## src/include/adcs_map.svh

```systemverilog
// adcs_map.svh: offsets, field positions, reset values and timing counts
// of the converter sequencer; definitions only, included by bare name.
`ifndef ADCS_MAP_SVH
`define ADCS_MAP_SVH

// ----------------------------------------------------------------------
// register offsets
// ----------------------------------------------------------------------
`define ADCS_OFF_CTRL0    4'h0
`define ADCS_OFF_CTRL1    4'h1
`define ADCS_OFF_RES_HI   4'h2
`define ADCS_OFF_RES_LO   4'h3
`define ADCS_OFF_IRQ_STAT 4'h4
`define ADCS_OFF_IRQ_CLR  4'h5
`define ADCS_OFF_IRQ_EN   4'h6

// ----------------------------------------------------------------------
// field positions and reset values
// ----------------------------------------------------------------------
`define ADCS_CTRL0_START  7
`define ADCS_CTRL0_BUSY   6
`define ADCS_CTRL0_PWR    5
`define ADCS_IRQ_DONE     0
`define ADCS_IRQ_GLOBAL   7
`define ADCS_CTRL0_RST    8'h00
`define ADCS_CTRL1_RST    3'h0
`define ADCS_IRQ_EN_RST   8'h00

// ----------------------------------------------------------------------
// conversion timing in conversion clock periods
// ----------------------------------------------------------------------
`define ADCS_SAMPLE_PERIODS  4'h4
`define ADCS_CONVERT_PERIODS 4'hC

`endif

```

## src/include/adcs_pkg.sv

```systemverilog
// adcs_pkg: types shared by the converter sequencer.
// assumes adcs_map.svh is on the include path.
package adcs_pkg;

    // sequencer states
    typedef enum logic [1:0] {
        ADCS_IDLE,
        ADCS_HOLD,
        ADCS_SAMPLE,
        ADCS_CONVERT
    } adcs_state_t;

    // lines toward the analog core
    typedef struct packed {
        logic        power;   // converter power enable
        logic        sample;  // sampling switch closed
        logic [11:0] dac;     // trial code of the approximation
    } adcs_ana_t;

endpackage

```

## src/design/adcs_sequencer.sv

```systemverilog
// adcs_sequencer: register port, clock divider, sampling and successive
// approximation sequencer and interrupt logic of a 12-bit converter.
// assumes a comparator answer cmp_i synchronous to ref_clk_i, high when
// the input is at or above the trial code on ana_o.dac.
//
// Chosen here: the strobed register port and the address map.
`include "adcs_map.svh"
`timescale 1ns/1ps
`default_nettype none

module adcs_sequencer
    import adcs_pkg::*;
#(
    parameter int DIV_W = 7                   // divider width, up to /128
)(
    input  wire logic        ref_clk_i,      // 40 MHz system clock
    input  wire logic        sys_rst_i,      // async reset, active high
    input  wire logic [3:0]  addr_i,         // register address
    input  wire logic [7:0]  wdata_i,        // write data
    input  wire logic        wr_i,           // write strobe
    input  wire logic        rd_i,           // read strobe
    output logic      [7:0]  rdata_o,        // read data, cycle after rd
    input  wire logic        cmp_i,          // comparator answer
    output adcs_ana_t        ana_o,          // analog core control
    output logic             irq_o           // level interrupt
);

    // ------------------------------------------------------------------
    // software registers
    // ------------------------------------------------------------------
    logic       start, next_start;
    logic       pwr, next_pwr;
    logic [2:0] div_sel, next_div_sel;
    logic       cie, next_cie;
    logic       gie, next_gie;
    logic       irq_stat, next_irq_stat;
    logic [7:0] rdata, next_rdata;

    // ------------------------------------------------------------------
    // sequencer state
    // ------------------------------------------------------------------
    adcs_state_t      state, next_state;
    logic [3:0]       phase, next_phase;
    logic [11:0]      sar, next_sar;
    logic [11:0]      bitm, next_bitm;
    logic [11:0]      result, next_result;
    logic             busy, next_busy;
    logic [DIV_W-1:0] div_cnt, next_div_cnt;
    logic [DIV_W-1:0] div_top;
    logic             tick;
    logic             done;
    logic [11:0]      trial;

    // register writes and interrupt flag; set wins over clear
    always_comb
    begin
        next_start    = start;
        next_pwr      = pwr;
        next_div_sel  = div_sel;
        next_cie      = cie;
        next_gie      = gie;
        next_irq_stat = irq_stat;
        if (wr_i && addr_i == `ADCS_OFF_CTRL0)
        begin
            next_start = wdata_i[`ADCS_CTRL0_START];
            next_pwr   = wdata_i[`ADCS_CTRL0_PWR];
        end
        else if (wr_i && addr_i == `ADCS_OFF_CTRL1)
        begin
            next_div_sel = wdata_i[2:0];
        end
        else if (wr_i && addr_i == `ADCS_OFF_IRQ_EN)
        begin
            next_cie = wdata_i[`ADCS_IRQ_DONE];
            next_gie = wdata_i[`ADCS_IRQ_GLOBAL];
        end
        else if (wr_i && addr_i == `ADCS_OFF_IRQ_CLR)
        begin
            if (wdata_i[`ADCS_IRQ_DONE])
            begin
                next_irq_stat = 1'b0;
            end
        end
        if (done)
        begin
            next_irq_stat = 1'b1;
        end
    end

    // read mux; unmapped and write-only offsets read as zero
    always_comb
    begin
        next_rdata = 8'h00;
        if (!rd_i)
        begin
            next_rdata = 8'h00;
        end
        else if (addr_i == `ADCS_OFF_CTRL0)
        begin
            next_rdata[`ADCS_CTRL0_START] = start;
            next_rdata[`ADCS_CTRL0_BUSY]  = busy;
            next_rdata[`ADCS_CTRL0_PWR]   = pwr;
        end
        else if (addr_i == `ADCS_OFF_CTRL1)
        begin
            next_rdata[2:0] = div_sel;
        end
        else if (addr_i == `ADCS_OFF_RES_HI)
        begin
            next_rdata[3:0] = result[11:8];
        end
        else if (addr_i == `ADCS_OFF_RES_LO)
        begin
            next_rdata = result[7:0];
        end
        else if (addr_i == `ADCS_OFF_IRQ_STAT)
        begin
            next_rdata[`ADCS_IRQ_DONE] = irq_stat;
        end
        else if (addr_i == `ADCS_OFF_IRQ_EN)
        begin
            next_rdata[`ADCS_IRQ_DONE]   = cie;
            next_rdata[`ADCS_IRQ_GLOBAL] = gie;
        end
    end

    always_ff @(posedge ref_clk_i or posedge sys_rst_i)
    begin
        if (sys_rst_i)
        begin
            start    <= 1'(`ADCS_CTRL0_RST >> `ADCS_CTRL0_START);
            pwr      <= 1'b0;
            div_sel  <= `ADCS_CTRL1_RST;
            cie      <= 1'b0;
            gie      <= 1'b0;
            irq_stat <= 1'b0;
            rdata    <= 8'h00;
        end
        else
        begin
            start    <= next_start;
            pwr      <= next_pwr;
            div_sel  <= next_div_sel;
            cie      <= next_cie;
            gie      <= next_gie;
            irq_stat <= next_irq_stat;
            rdata    <= next_rdata;
        end
    end

    // ------------------------------------------------------------------
    // conversion clock divider and sequencer
    // ------------------------------------------------------------------
    // the divider restarts with each conversion so every phase is whole
    assign div_top = DIV_W'((8'h01 << div_sel) - 8'h01);
    assign tick    = (div_cnt >= div_top);      // no wrap if code drops
    assign trial   = cmp_i ? sar : (sar & ~bitm);
    assign done    = (state == ADCS_CONVERT) && tick && bitm[0];

    always_comb
    begin
        next_state   = state;
        next_phase   = phase;
        next_sar     = sar;
        next_bitm    = bitm;
        next_result  = result;
        next_busy    = busy;
        next_div_cnt = (tick || state == ADCS_HOLD) ? '0
                     : DIV_W'(div_cnt + 1'b1);
        case (state)
            ADCS_IDLE:
            begin
                if (start)
                begin
                    next_state = ADCS_HOLD;
                end
            end
            ADCS_HOLD:
            begin
                if (!start)
                begin
                    next_state = ADCS_SAMPLE;
                    next_busy  = 1'b1;
                    next_phase = 4'h0;
                    next_sar   = 12'h000;
                end
            end
            ADCS_SAMPLE:
            begin
                if (tick)
                begin
                    next_phase = phase + 4'h1;
                    if (phase == `ADCS_SAMPLE_PERIODS - 4'h1)
                    begin
                        next_state = ADCS_CONVERT;
                        next_phase = 4'h0;
                        next_bitm  = 12'h800;
                        next_sar   = 12'h800;
                    end
                end
            end
            ADCS_CONVERT:
            begin
                if (tick)
                begin
                    // one result bit decided per conversion period
                    next_phase = phase + 4'h1;
                    next_bitm  = bitm >> 1;
                    next_sar   = trial | (bitm >> 1);
                    if (bitm[0])
                    begin
                        next_state  = ADCS_IDLE;
                        next_result = trial;
                        next_busy   = 1'b0;
                    end
                end
            end
            default:
            begin
                next_state = ADCS_IDLE;
            end
        endcase
        // a start bit raised mid-conversion resets the sequencer
        if (start && state != ADCS_IDLE)
        begin
            next_state = ADCS_HOLD;
            next_busy  = 1'b0;
        end
        // powered down: ignore start, stay idle, busy stays low
        if (!pwr)
        begin
            next_state = ADCS_IDLE;
            next_busy  = 1'b0;
        end
    end

    always_ff @(posedge ref_clk_i or posedge sys_rst_i)
    begin
        if (sys_rst_i)
        begin
            state   <= ADCS_IDLE;
            phase   <= 4'h0;
            sar     <= 12'h000;
            bitm    <= 12'h000;
            result  <= 12'h000;
            busy    <= 1'b0;
            div_cnt <= '0;
        end
        else
        begin
            state   <= next_state;
            phase   <= next_phase;
            sar     <= next_sar;
            bitm    <= next_bitm;
            result  <= next_result;
            busy    <= next_busy;
            div_cnt <= next_div_cnt;
        end
    end

    // ------------------------------------------------------------------
    // outputs
    // ------------------------------------------------------------------
    assign rdata_o      = rdata;
    assign ana_o.power  = pwr;
    assign ana_o.sample = (state == ADCS_SAMPLE);
    assign ana_o.dac    = sar;
    assign irq_o        = irq_stat && cie && gie;
endmodule

`default_nettype wire

```

## config.mk

```make
export PLATFORM = sky130hd
export DESIGN_NAME = adcs_sequencer
export DESIGN_NICKNAME = d
export VERILOG_FILES = /design/src/include/adcs_pkg.sv /design/src/design/adcs_sequencer.sv
export VERILOG_INCLUDE_DIRS = /design/src /design/src/include
export SDC_FILE = /design/constraint.sdc
export NUM_CORES = 1
export LEC_CHECK = 0
export BUFFER_PORTS_ARGS = -buffer_cell sky130_fd_sc_hd__buf_4
export CORE_ASPECT_RATIO = 0.8
export CORE_MARGIN = 3
export CORE_UTILIZATION = 52
export CTS_CLUSTER_DIAMETER = 50
export DETAILED_ROUTE_END_ITERATION = 8
export GPL_ROUTABILITY_DRIVEN = 0
export PLACE_DENSITY = 0.78
export SYNTH_ARGS = -nofsm -noshare
export SYNTH_HDL_FRONTEND = slang
export SYNTH_SLANG_ARGS = --single-unit
```

## constraint.sdc

```tcl
create_clock -name ref_clk_i -period 3.3 [get_ports ref_clk_i]
set_input_delay 0.66 -clock ref_clk_i [delete_from_list [all_inputs] [get_ports ref_clk_i]]
set_output_delay 0.66 -clock ref_clk_i [all_outputs]
set_load 0.01 [all_outputs]
```

; ---- Word level (Yosys, flattened, before mapping)
; Index checks and enable logic that the tools add are counted.
[totals]
ff_bits = 66
out_inout_bits = 23
elab_cells = 123
[classes]
n_addsub = 3
magnitude_cmp = 1
eq_ne = 24
shifts = 1
mux = 49
bitwise = 5
n_reduce_logical = 26
[ops]
columns = operator, n
row1 = $mux W12, 6
row2 = $pmux W12 S3, 1
row3 = $mux W4, 6
row4 = $pmux W12 S2, 1
row5 = $mux W1, 17
row6 = $mux W2, 8
row7 = $and A12 B12 Y12, 1
row8 = $eq A4 B2 Y1 const B, 3
row9 = $eq A4 B3 Y1 const B, 3
row10 = $ne A4 B3 Y1 const B, 3
row11 = $not A12 Y12, 1
row12 = $or A12 B11 Y12, 1
row13 = $pmux W4 S3, 1
row14 = $reduce_and A4 Y1, 3
row15 = $mux W5, 2
row16 = $ne A2 B2 Y1 const B, 5
row17 = $reduce_and A5 Y1, 2
row18 = $logic_and A1 B1 Y1, 9
row19 = $mux W8, 1
row20 = $ne A4 B2 Y1 const B, 2
row21 = $pmux W2 S4, 1
row22 = $reduce_bool A2 Y1, 4
row23 = $add A7 B1 Y7 const B, 1
row24 = $ge A7 B7 Y1, 1
row25 = 21 further kinds, 26

; ---- Longest topological paths before layout
; Gate-level depths: netlist of the first run.
[depth]
word_depth = 8
depth_mapped = 15
ltp_nobuf = 13

; ---- Worst setup path before layout of the first run
; OpenSTA, ideal clock, no wires.
[synth_timing]
kind = register to register
startpoint = register div_sel[2]
endpoint = register sar[0]
setup_ns = 0.126
arrival_time_ns = 3.076
required_ns = 3.174
path_slack_ns = 0.098
stages_incl_launch_ff = 15
cell_sequence = dfrtp_1 -> clkbuf_1 -> or3_1 -> ha_1 -> nor3_1 -> a21oi_1 -> o21a_1 -> ha_1 -> a211o_1 -> a21oi_2 -> o31ai_4 -> o211ai_2 -> buf_4 -> nor2_1 -> a221o_1
[synth_via]
elab_chain_len = 5
word_cells_on_any_way = 6
cone_classes = 1 x add/sub / 1 x order compare / 2 x eq/ne / 1 x shift / 1 x reduce/logical
[synth_lines]
columns = item, line
row1 = start: declaration, adcs_sequencer.sv:33  ; logic [2:0] div_sel, next_div_sel;
row2 = start signal: assignment, adcs_sequencer.sv:133  ; div_sel <= `ADCS_CTRL1_RST;
row3 = start signal: assignment, adcs_sequencer.sv:143  ; div_sel <= next_div_sel;
row4 = $shl A1 B3 Y7 (*), adcs_sequencer.sv:155  ; assign div_top = DIV_W'((8'h01 << div_sel) - 8'h01);
row5 = $sub A7 B1 Y7 (*), adcs_sequencer.sv:155
row6 = $ge A7 B7 Y1 (*), adcs_sequencer.sv:156  ; assign tick = (div_cnt >= div_top);
row7 = $ne A2 B2 Y1 (no source line) or $ne A2 B1 Y1 (tied branches), n/a
row8 = $reduce_and A5 Y1 (no source line) (*), n/a
row9 = end signal: assignment, adcs_sequencer.sv:253  ; sar <= next_sar;
row10 = end: declaration, adcs_sequencer.sv:44  ; logic [11:0] sar, next_sar;
; Mark *: on every way between the ends. The rest lies on a longest branch, timed or not.
; A chain may end at the register's enable or synchronous reset.

; ---- Worst setup path in the final report of the first run
[layout_timing]
startpoint = register div_sel[2]
endpoint = register busy
[layout_via]
elab_chain_len = 5
[layout_lines]
columns = item, line
row1 = $shl A1 B3 Y7, adcs_sequencer.sv:155
row2 = $sub A7 B1 Y7, adcs_sequencer.sv:155
row3 = $ge A7 B7 Y1, adcs_sequencer.sv:156
row4 = $ne A4 B3 Y1 (no source line), n/a
row5 = $reduce_and A4 Y1 (no source line), n/a
row6 = end signal: assignment, adcs_sequencer.sv:256  ; busy <= next_busy;
row7 = end: declaration, adcs_sequencer.sv:47  ; logic busy, next_busy;
; Every way passes these cells.

==> results of run 1 <==
-- critical path: cells and delay by family (launching register included) --
kind	cells	cell delay (ns)
muxes	1	0.30
DFF	1	0.39
AOI/OAI and AO/OA	7	1.45
buffers and inverters	1	0.15
and+or+nand+nor	1	0.39
adders and majority gates	2	0.41
-- repair_timing --
action                     CTS  global route
setup buffers                0             3
gates resized for setup      0             6
setup endpoints to repair    0            20
-- per-layer routing --
layer	vias up	share of wire (%)	track usage (%)
li1	1281	-	-
met1	1268	49	32.1
met2	76	45	31.4
met3	4	5.7	5.49
met4	0	0.63	5.19
met5	-	0	0
-- metrics by stage --
stage / setup slack, ns / area (sq um) / hold WS, ns / TNS [ns] / std cells
finish: 0.0887 / 3920 / 0.492 / 0 / 470
CTS: 0.0240 / 3850 / 0.488 / 0 / 467
global route: -0.0110 / 3920 / 0.491 / -0.0148 / 470
detailed placement: 0.0422 / 3690 / 0.481 / 0 / 451
floorplan: 0.0984 / 3300 / 0.446 / 0 / 341
global placement: 0.139 / 3690 / 0.460 / 0 / 451
-- path summary, 6_finish.rpt --
| path | startpoint | cells after the start | slack, ns | endpoint |
|---|---|---|---|---|
| max in group asynchronous | sys_rst_i | 3 | 2.02 | irq_stat$_DFFE_PP0P_ |
| max reg2reg | div_sel[2]$_DFFE_PP0P_ | 12 | 0.09 | busy$_DFFE_PP0P_ |
| min | result[4]$_DFFE_PP0P_ | 2 | 0.49 | result[4]$_DFFE_PP0P_ |
| min reg2reg | result[4]$_DFFE_PP0P_ | 2 | 0.49 | result[4]$_DFFE_PP0P_ |
| min in group asynchronous | sys_rst_i | 2 | 0.53 | state[0]$_DFFE_PP0P_ |
| max | div_sel[2]$_DFFE_PP0P_ | 12 | 0.09 | busy$_DFFE_PP0P_ |
-- power by group through the flow --
stage / Combinational (mW) / Sequential [mW] / Clock [mW]
6_report: 0.773 / 0.960 / 0.587
5_1_grt: 0.852 / 0.971 / 0.644
4_1_cts: 0.693 / 0.957 / 0.600
3_5_place_dp: 0.690 / 0.972 / 0
3_3_place_gp: 0.654 / 0.966 / 0
2_1_floorplan: 0.522 / 0.947 / 0
-- layout make-up --
cell class | count | area (sq um) | share of cell area, %
sequential | 66 | 1650 | 42.1
multi-input combinational | 237 | 1530 | 39.1
timing repair buffer | 49 | 390 | 9.95
clock buffer | 9 | 124 | 3.16
tap | 81 | 101 | 2.58
inverter | 21 | 78.8 | 2.01
clock inverter | 7 | 45.0 | 1.15
-- placed cells by master, fill, tap and decap left out, types with 5 or more instances in the layout --
cell	count
ha_1	13
o21ai_0	29
nor3_1	5
clkbuf_8	9
dfrtp_1	66
nor2_1	25
buf_4	46
nand3_1	12
inv_1	20
mux2_2	13
a21oi_1	11
nand2_1	55
o22ai_1	5
-- state kept, by name (all words and copies together), names as in the netlist, 2 cells and up --
register	flops
bitm	12
result	12
sar	12
rdata_o	8
div_cnt	7
phase	4
div_sel	3
state	2
-- cells by family after synthesis --
group,count (synthesis)
adders and majority gates,15
AOI/OAI and AO/OA,82
xor gates and xnor gates,6
and+or+nand+nor,117
muxes,17
buffers and inverters,38
DFF,66
==> out/qor.txt, run 1 <==
total length of routed wires = 7250 um
fraction of layout cells with a size suffix above 1 = 23.4%
port bufs = 36
post-synthesis async set-or-reset flop share = 100%
Yosys Warn Count = 0
simple-gate area share of the yosys netlist = 15.6%
mean post-synth cell area = 9.68 sq um
crit-path cells = or3_4, ha_2, buf_4, a21oi_1, o21a_1, ha_4, a211o_1, a21oi_2, o31ai_4, a311oi_2, a31oi_1, mux2_2
outcome = finished, final reports clean
Main synth FF type = dfrtp_1
H-Tree Depth = 3
final hold viol count = 0
crit path kind = reg -> reg
largest net degree at the start of global routing = 47
combinational share of power = 33.3%
Reg power frac = 41.4%
commonest cells in the synthesized netlist = dfrtp_1 (66), nand2_1 (55), o21ai_0 (29)
Critical-path top delay cell = dfrtp_1
maximum clock frequency = 311 MHz
Iter 0 DRT Violations = 155
largest family of logic cells by synthesized area = compound AO/OA/AOI/OAI gates
Leak Pwr = 1.82 nW
Core Footprint = 6040 sq um
Starting Density = 54.7%
max cap viols = 0
Synth cell types = 48
Slew headroom = 37.4%
DRC = 0
first-pass GRT wire length = 12200 um
measured slew at the worst slew-check pin = 0.938 ns
P&R area growth vs syn = 18.8%
NetSw = 0.834 mW
initial antenna violation count = 0
Critical Path AT = 3.43 ns
Ant. Diodes = 0
share of the synthesized area in the top cell type = 50.0%
post-synthesis xor/xnor area fraction = 1.59%
die area = 7350 sq um
max-slew violation count = 0
Pint = 1.49 mW
Setup Skew = 0.00765 ns
final setup fails = 0
via/cell ratio = 5.59
CTS Sinks = 66
Synth Area in Adders = 5.68%
Final Net Count = 416
Final Util = 65.0%
cell area power density = 591 nW/um^2
Reg clk slew, reported paths = 0.08 ns
#FFs+latches synth = 66
DRT Pass-1 Iters = 4
Routed Antenna Nets = 0
Hold Buf Count CTS = 0
Max VDD drop = 391 uV
crit path time final = 3.21 ns
CP max stage delay = 0.39 ns
Tot Pwr = 2.32 mW
number of global-route vias before repair = 2588
Clk pwr share = 25.3%
Top Ports = 40
CTS root buf = clkbuf_8
register area share after synthesis = 50.0%
count leader, synth = dfrtp_1
Worst Setup Start Kind = register
Synth Instances = 341
sw frac = 35.9%
Post-synth EDFFs = 0
Final Cycle Share = 97.3%
Syn Nets = 373
TritonCTS buffer count = 9
post-synthesis mux area share = 5.65%
Die X = 95.1 um
total grt overflow = 0
DIE HEIGHT = 77.3 um
via count = 2629
crit end category = register
Total GRT Usage = 21.5%
fillcell total = 490
post-synthesis compound-gate area fraction = 16.8%
largest area contributor in the netlist = dfrtp_1
critical path data required time = 3.52 ns
post-DR wirelength/cell = 15.4 um
TritonCTS clock tree = done
insertion delay to the later sink of the worst-skew pair = 0.34 ns
top post-synthesis cells by area = dfrtp_1 (50%), nand2_1 (6.3%), ha_1 (5.7%)
Cell Rows = 25
crit path max fanout = 7
Clock Path Buffers = 2
Post-Synthesis Cell Area = 3300 sq um
HP Class = reg -> reg
post-DP HPWL = 5230 um
Note: power is estimated with default switching activity, not from simulation.
==> run 2, diff against run 1 <==
- ABC_AREA: unset -> 1
- CORE_UTILIZATION: 52 -> 60
- PLACE_DENSITY: 0.78 -> 0.85
- clock period: 3.3 -> 3.89 ns (I/O delays scaled with it)
==> out/qor.txt, run 2 <==
crit path max fanout = 13
outcome = finished, final reports clean
max cap viols = 0
commonest non-fill, non-tap cell in the layout = nand2_1
Tot Pwr = 2.07 mW
maximum clock frequency = 326 MHz
fillcell total = 396
count leader, synth = nand2_1
cell area power density = 522 nW/um^2
via count = 2855
post-synthesis async set-or-reset flop share = 100%
register area share after synthesis = 48.2%
Setup Skew = 0.00873 ns
Ant. Diodes = 0
largest area contributor in the netlist = dfrtp_1
number of global-route vias before repair = 2643
CTS root buf = clkbuf_8
crit path time final = 3.07 ns
total grt overflow = 0
Syn Nets = 440
Critical-path top delay cell = dfrtp_1
crit end category = register
HP Class = in -> async
Cell Rows = 23
total length of routed wires = 7310 um
Fin Setup TNS = 0 ns
crit path kind = reg -> reg
Main synth FF type = dfrtp_1
post-DR wirelength/cell = 13.9 um
DIE HEIGHT = 73.6 um
Final Net Count = 479
TritonCTS buffer count = 9
max-slew violation count = 0
P&R area growth vs syn = 15.9%
Reg clk slew, reported paths = 0.08 ns
largest registers = bitm (12), result (12), sar (12)
largest net degree at the start of global routing = 27
most frequent cells in the layout = nand2_1 (117), dfrtp_1 (66), inv_1 (47)
measured slew at the worst slew-check pin = 0.509 ns
top post-synthesis cells by area = dfrtp_1 (48%), nand2_1 (13%), ha_1 (5.5%)
DRT Pass-1 Iters = 5
Final Util = 75.4%
mean post-synth cell area = 8.40 sq um
Synth cell types = 34
Top cell by count, worst path = nand2_1
Worst Setup Start Kind = register
initial antenna violation count = 0
Iter 0 DRT Violations = 267
Max VDD drop = 392 uV
crit-path cells = clkinv_1, nand2_1, ha_1, o21ai_0, o21ai_0, o211ai_1, ha_1, nand2_2, nor2_1, nand2_1, nand3_2, nand2_1, inv_2, nand2_2, o21a_1
first-pass GRT wire length = 12400 um
share of the synthesized area in the top cell type = 48.2%
CTS Sinks = 66
post-DP HPWL = 5310 um
critical path data required time = 4.12 ns
commonest cells in the synthesized netlist = nand2_1 (117), dfrtp_1 (66), inv_1 (48)
die area = 6660 sq um
unrepaired setup endpoints after global routing = false
Hold Buf Count CTS = 0
Routed Antenna Nets = 0
Fin Hold WS = 0.460 ns
Starting Density = 65.1%
#FFs+latches synth = 66
via/cell ratio = 5.42
Yosys Warn Count = 0
Die X = 90.5 um
port bufs = 36
Final Cycle Share = 78.8%
final hold viol count = 0
Core Footprint = 5270 sq um
Total GRT Usage = 24.0%
fraction of layout cells with a size suffix above 1 = 17.5%
Clock Path Buffers = 2
Slew headroom = 65.7%
Top Ports = 40
Post-synth EDFFs = 0
# resized after CTS = 0
CP max stage delay = 0.42 ns
DRC = 0
Synth Instances = 408
Critical Path AT = 3.30 ns
final setup fails = 0
Leak Pwr = 2.04 nW
insertion delay to the later sink of the worst-skew pair = 0.34 ns
Post-Synthesis Cell Area = 3430 sq um
H-Tree Depth = 3
setup repair bufs after CTS = 0
TritonCTS clock tree = done
## run 2: layer usage
metal | part of all wire [%] | up-vias | track usage, %
met2 | 45 | 97 | 37.3
met3 | 6.6 | 11 | 6.76
li1 | - | 1401 | -
met5 | 0 | - | 0
met4 | 1.6 | 0 | 9.68
met1 | 47 | 1346 | 32.3
## run 2: final timing paths
kind / from / endpoint / slack (ns) / depth (start not counted)
max: div_sel[2]$_DFFE_PP0P_ / bitm[11]$_DFFE_PP0P_ / 0.82 / 15
min: sys_rst_i / rdata_o[0]$_DFF_PP0_ / 0.46 / 2
max reg2reg: div_sel[2]$_DFFE_PP0P_ / bitm[11]$_DFFE_PP0P_ / 0.82 / 15
min reg2reg: result[3]$_DFFE_PP0P_ / result[3]$_DFFE_PP0P_ / 0.49 / 2
max in group asynchronous: sys_rst_i / busy$_DFFE_PP0P_ / 2.71 / 3
min in group ref_clk_i: result[3]$_DFFE_PP0P_ / result[3]$_DFFE_PP0P_ / 0.49 / 2
## run 2: cell type report
type | instances | area, sq um | share of cell area (%)
Clock buffer | 10 | 138 | 3.47
Clock inverter | 6 | 88.8 | 2.24
Inverter | 51 | 191 | 4.82
Multi-Input combinational cell | 280 | 1510 | 38.1
Sequential cell | 66 | 1650 | 41.6
Tap cell | 75 | 93.8 | 2.36
Timing Repair Buffer | 39 | 293 | 7.38
## run 2: cells by family after synthesis
group	synth area share (%)
AOI/OAI and AO/OA	15.3
xor gates and xnor gates	1.79
adders and majority gates	5.48
buffers and inverters	7.63
DFF	48.2
and+or+nand+nor	21.6
## run 2: stage by stage
stage | worst slack (ns) | std cells | area [sq um]
2_1_floorplan | 1.46 | 408 | 3430
3_3_place_gp | 0.977 | 511 | 3740
3_5_place_dp | 0.872 | 511 | 3740
4_1_cts | 0.839 | 527 | 3970
5_1_grt | 0.548 | 527 | 3970
6_report | 0.825 | 527 | 3970
## run 2: critical path, delay by kind of cell (launching register included)
family | cells | cell delay (ns)
compound gates | 4 | 0.58
fa+ha+maj | 2 | 0.56
flops | 1 | 0.42
simple gates | 7 | 0.90
buf+inv | 2 | 0.49
## run 2: power by group
group          internal, mW  switching [mW]  leakage [nW]  total, mW
Sequential            0.753          0.0670         0.828      0.820
Clock                 0.379           0.268         0.109      0.647
Combinational         0.201           0.402          1.10      0.603
Total                  1.33           0.737          2.04       2.07
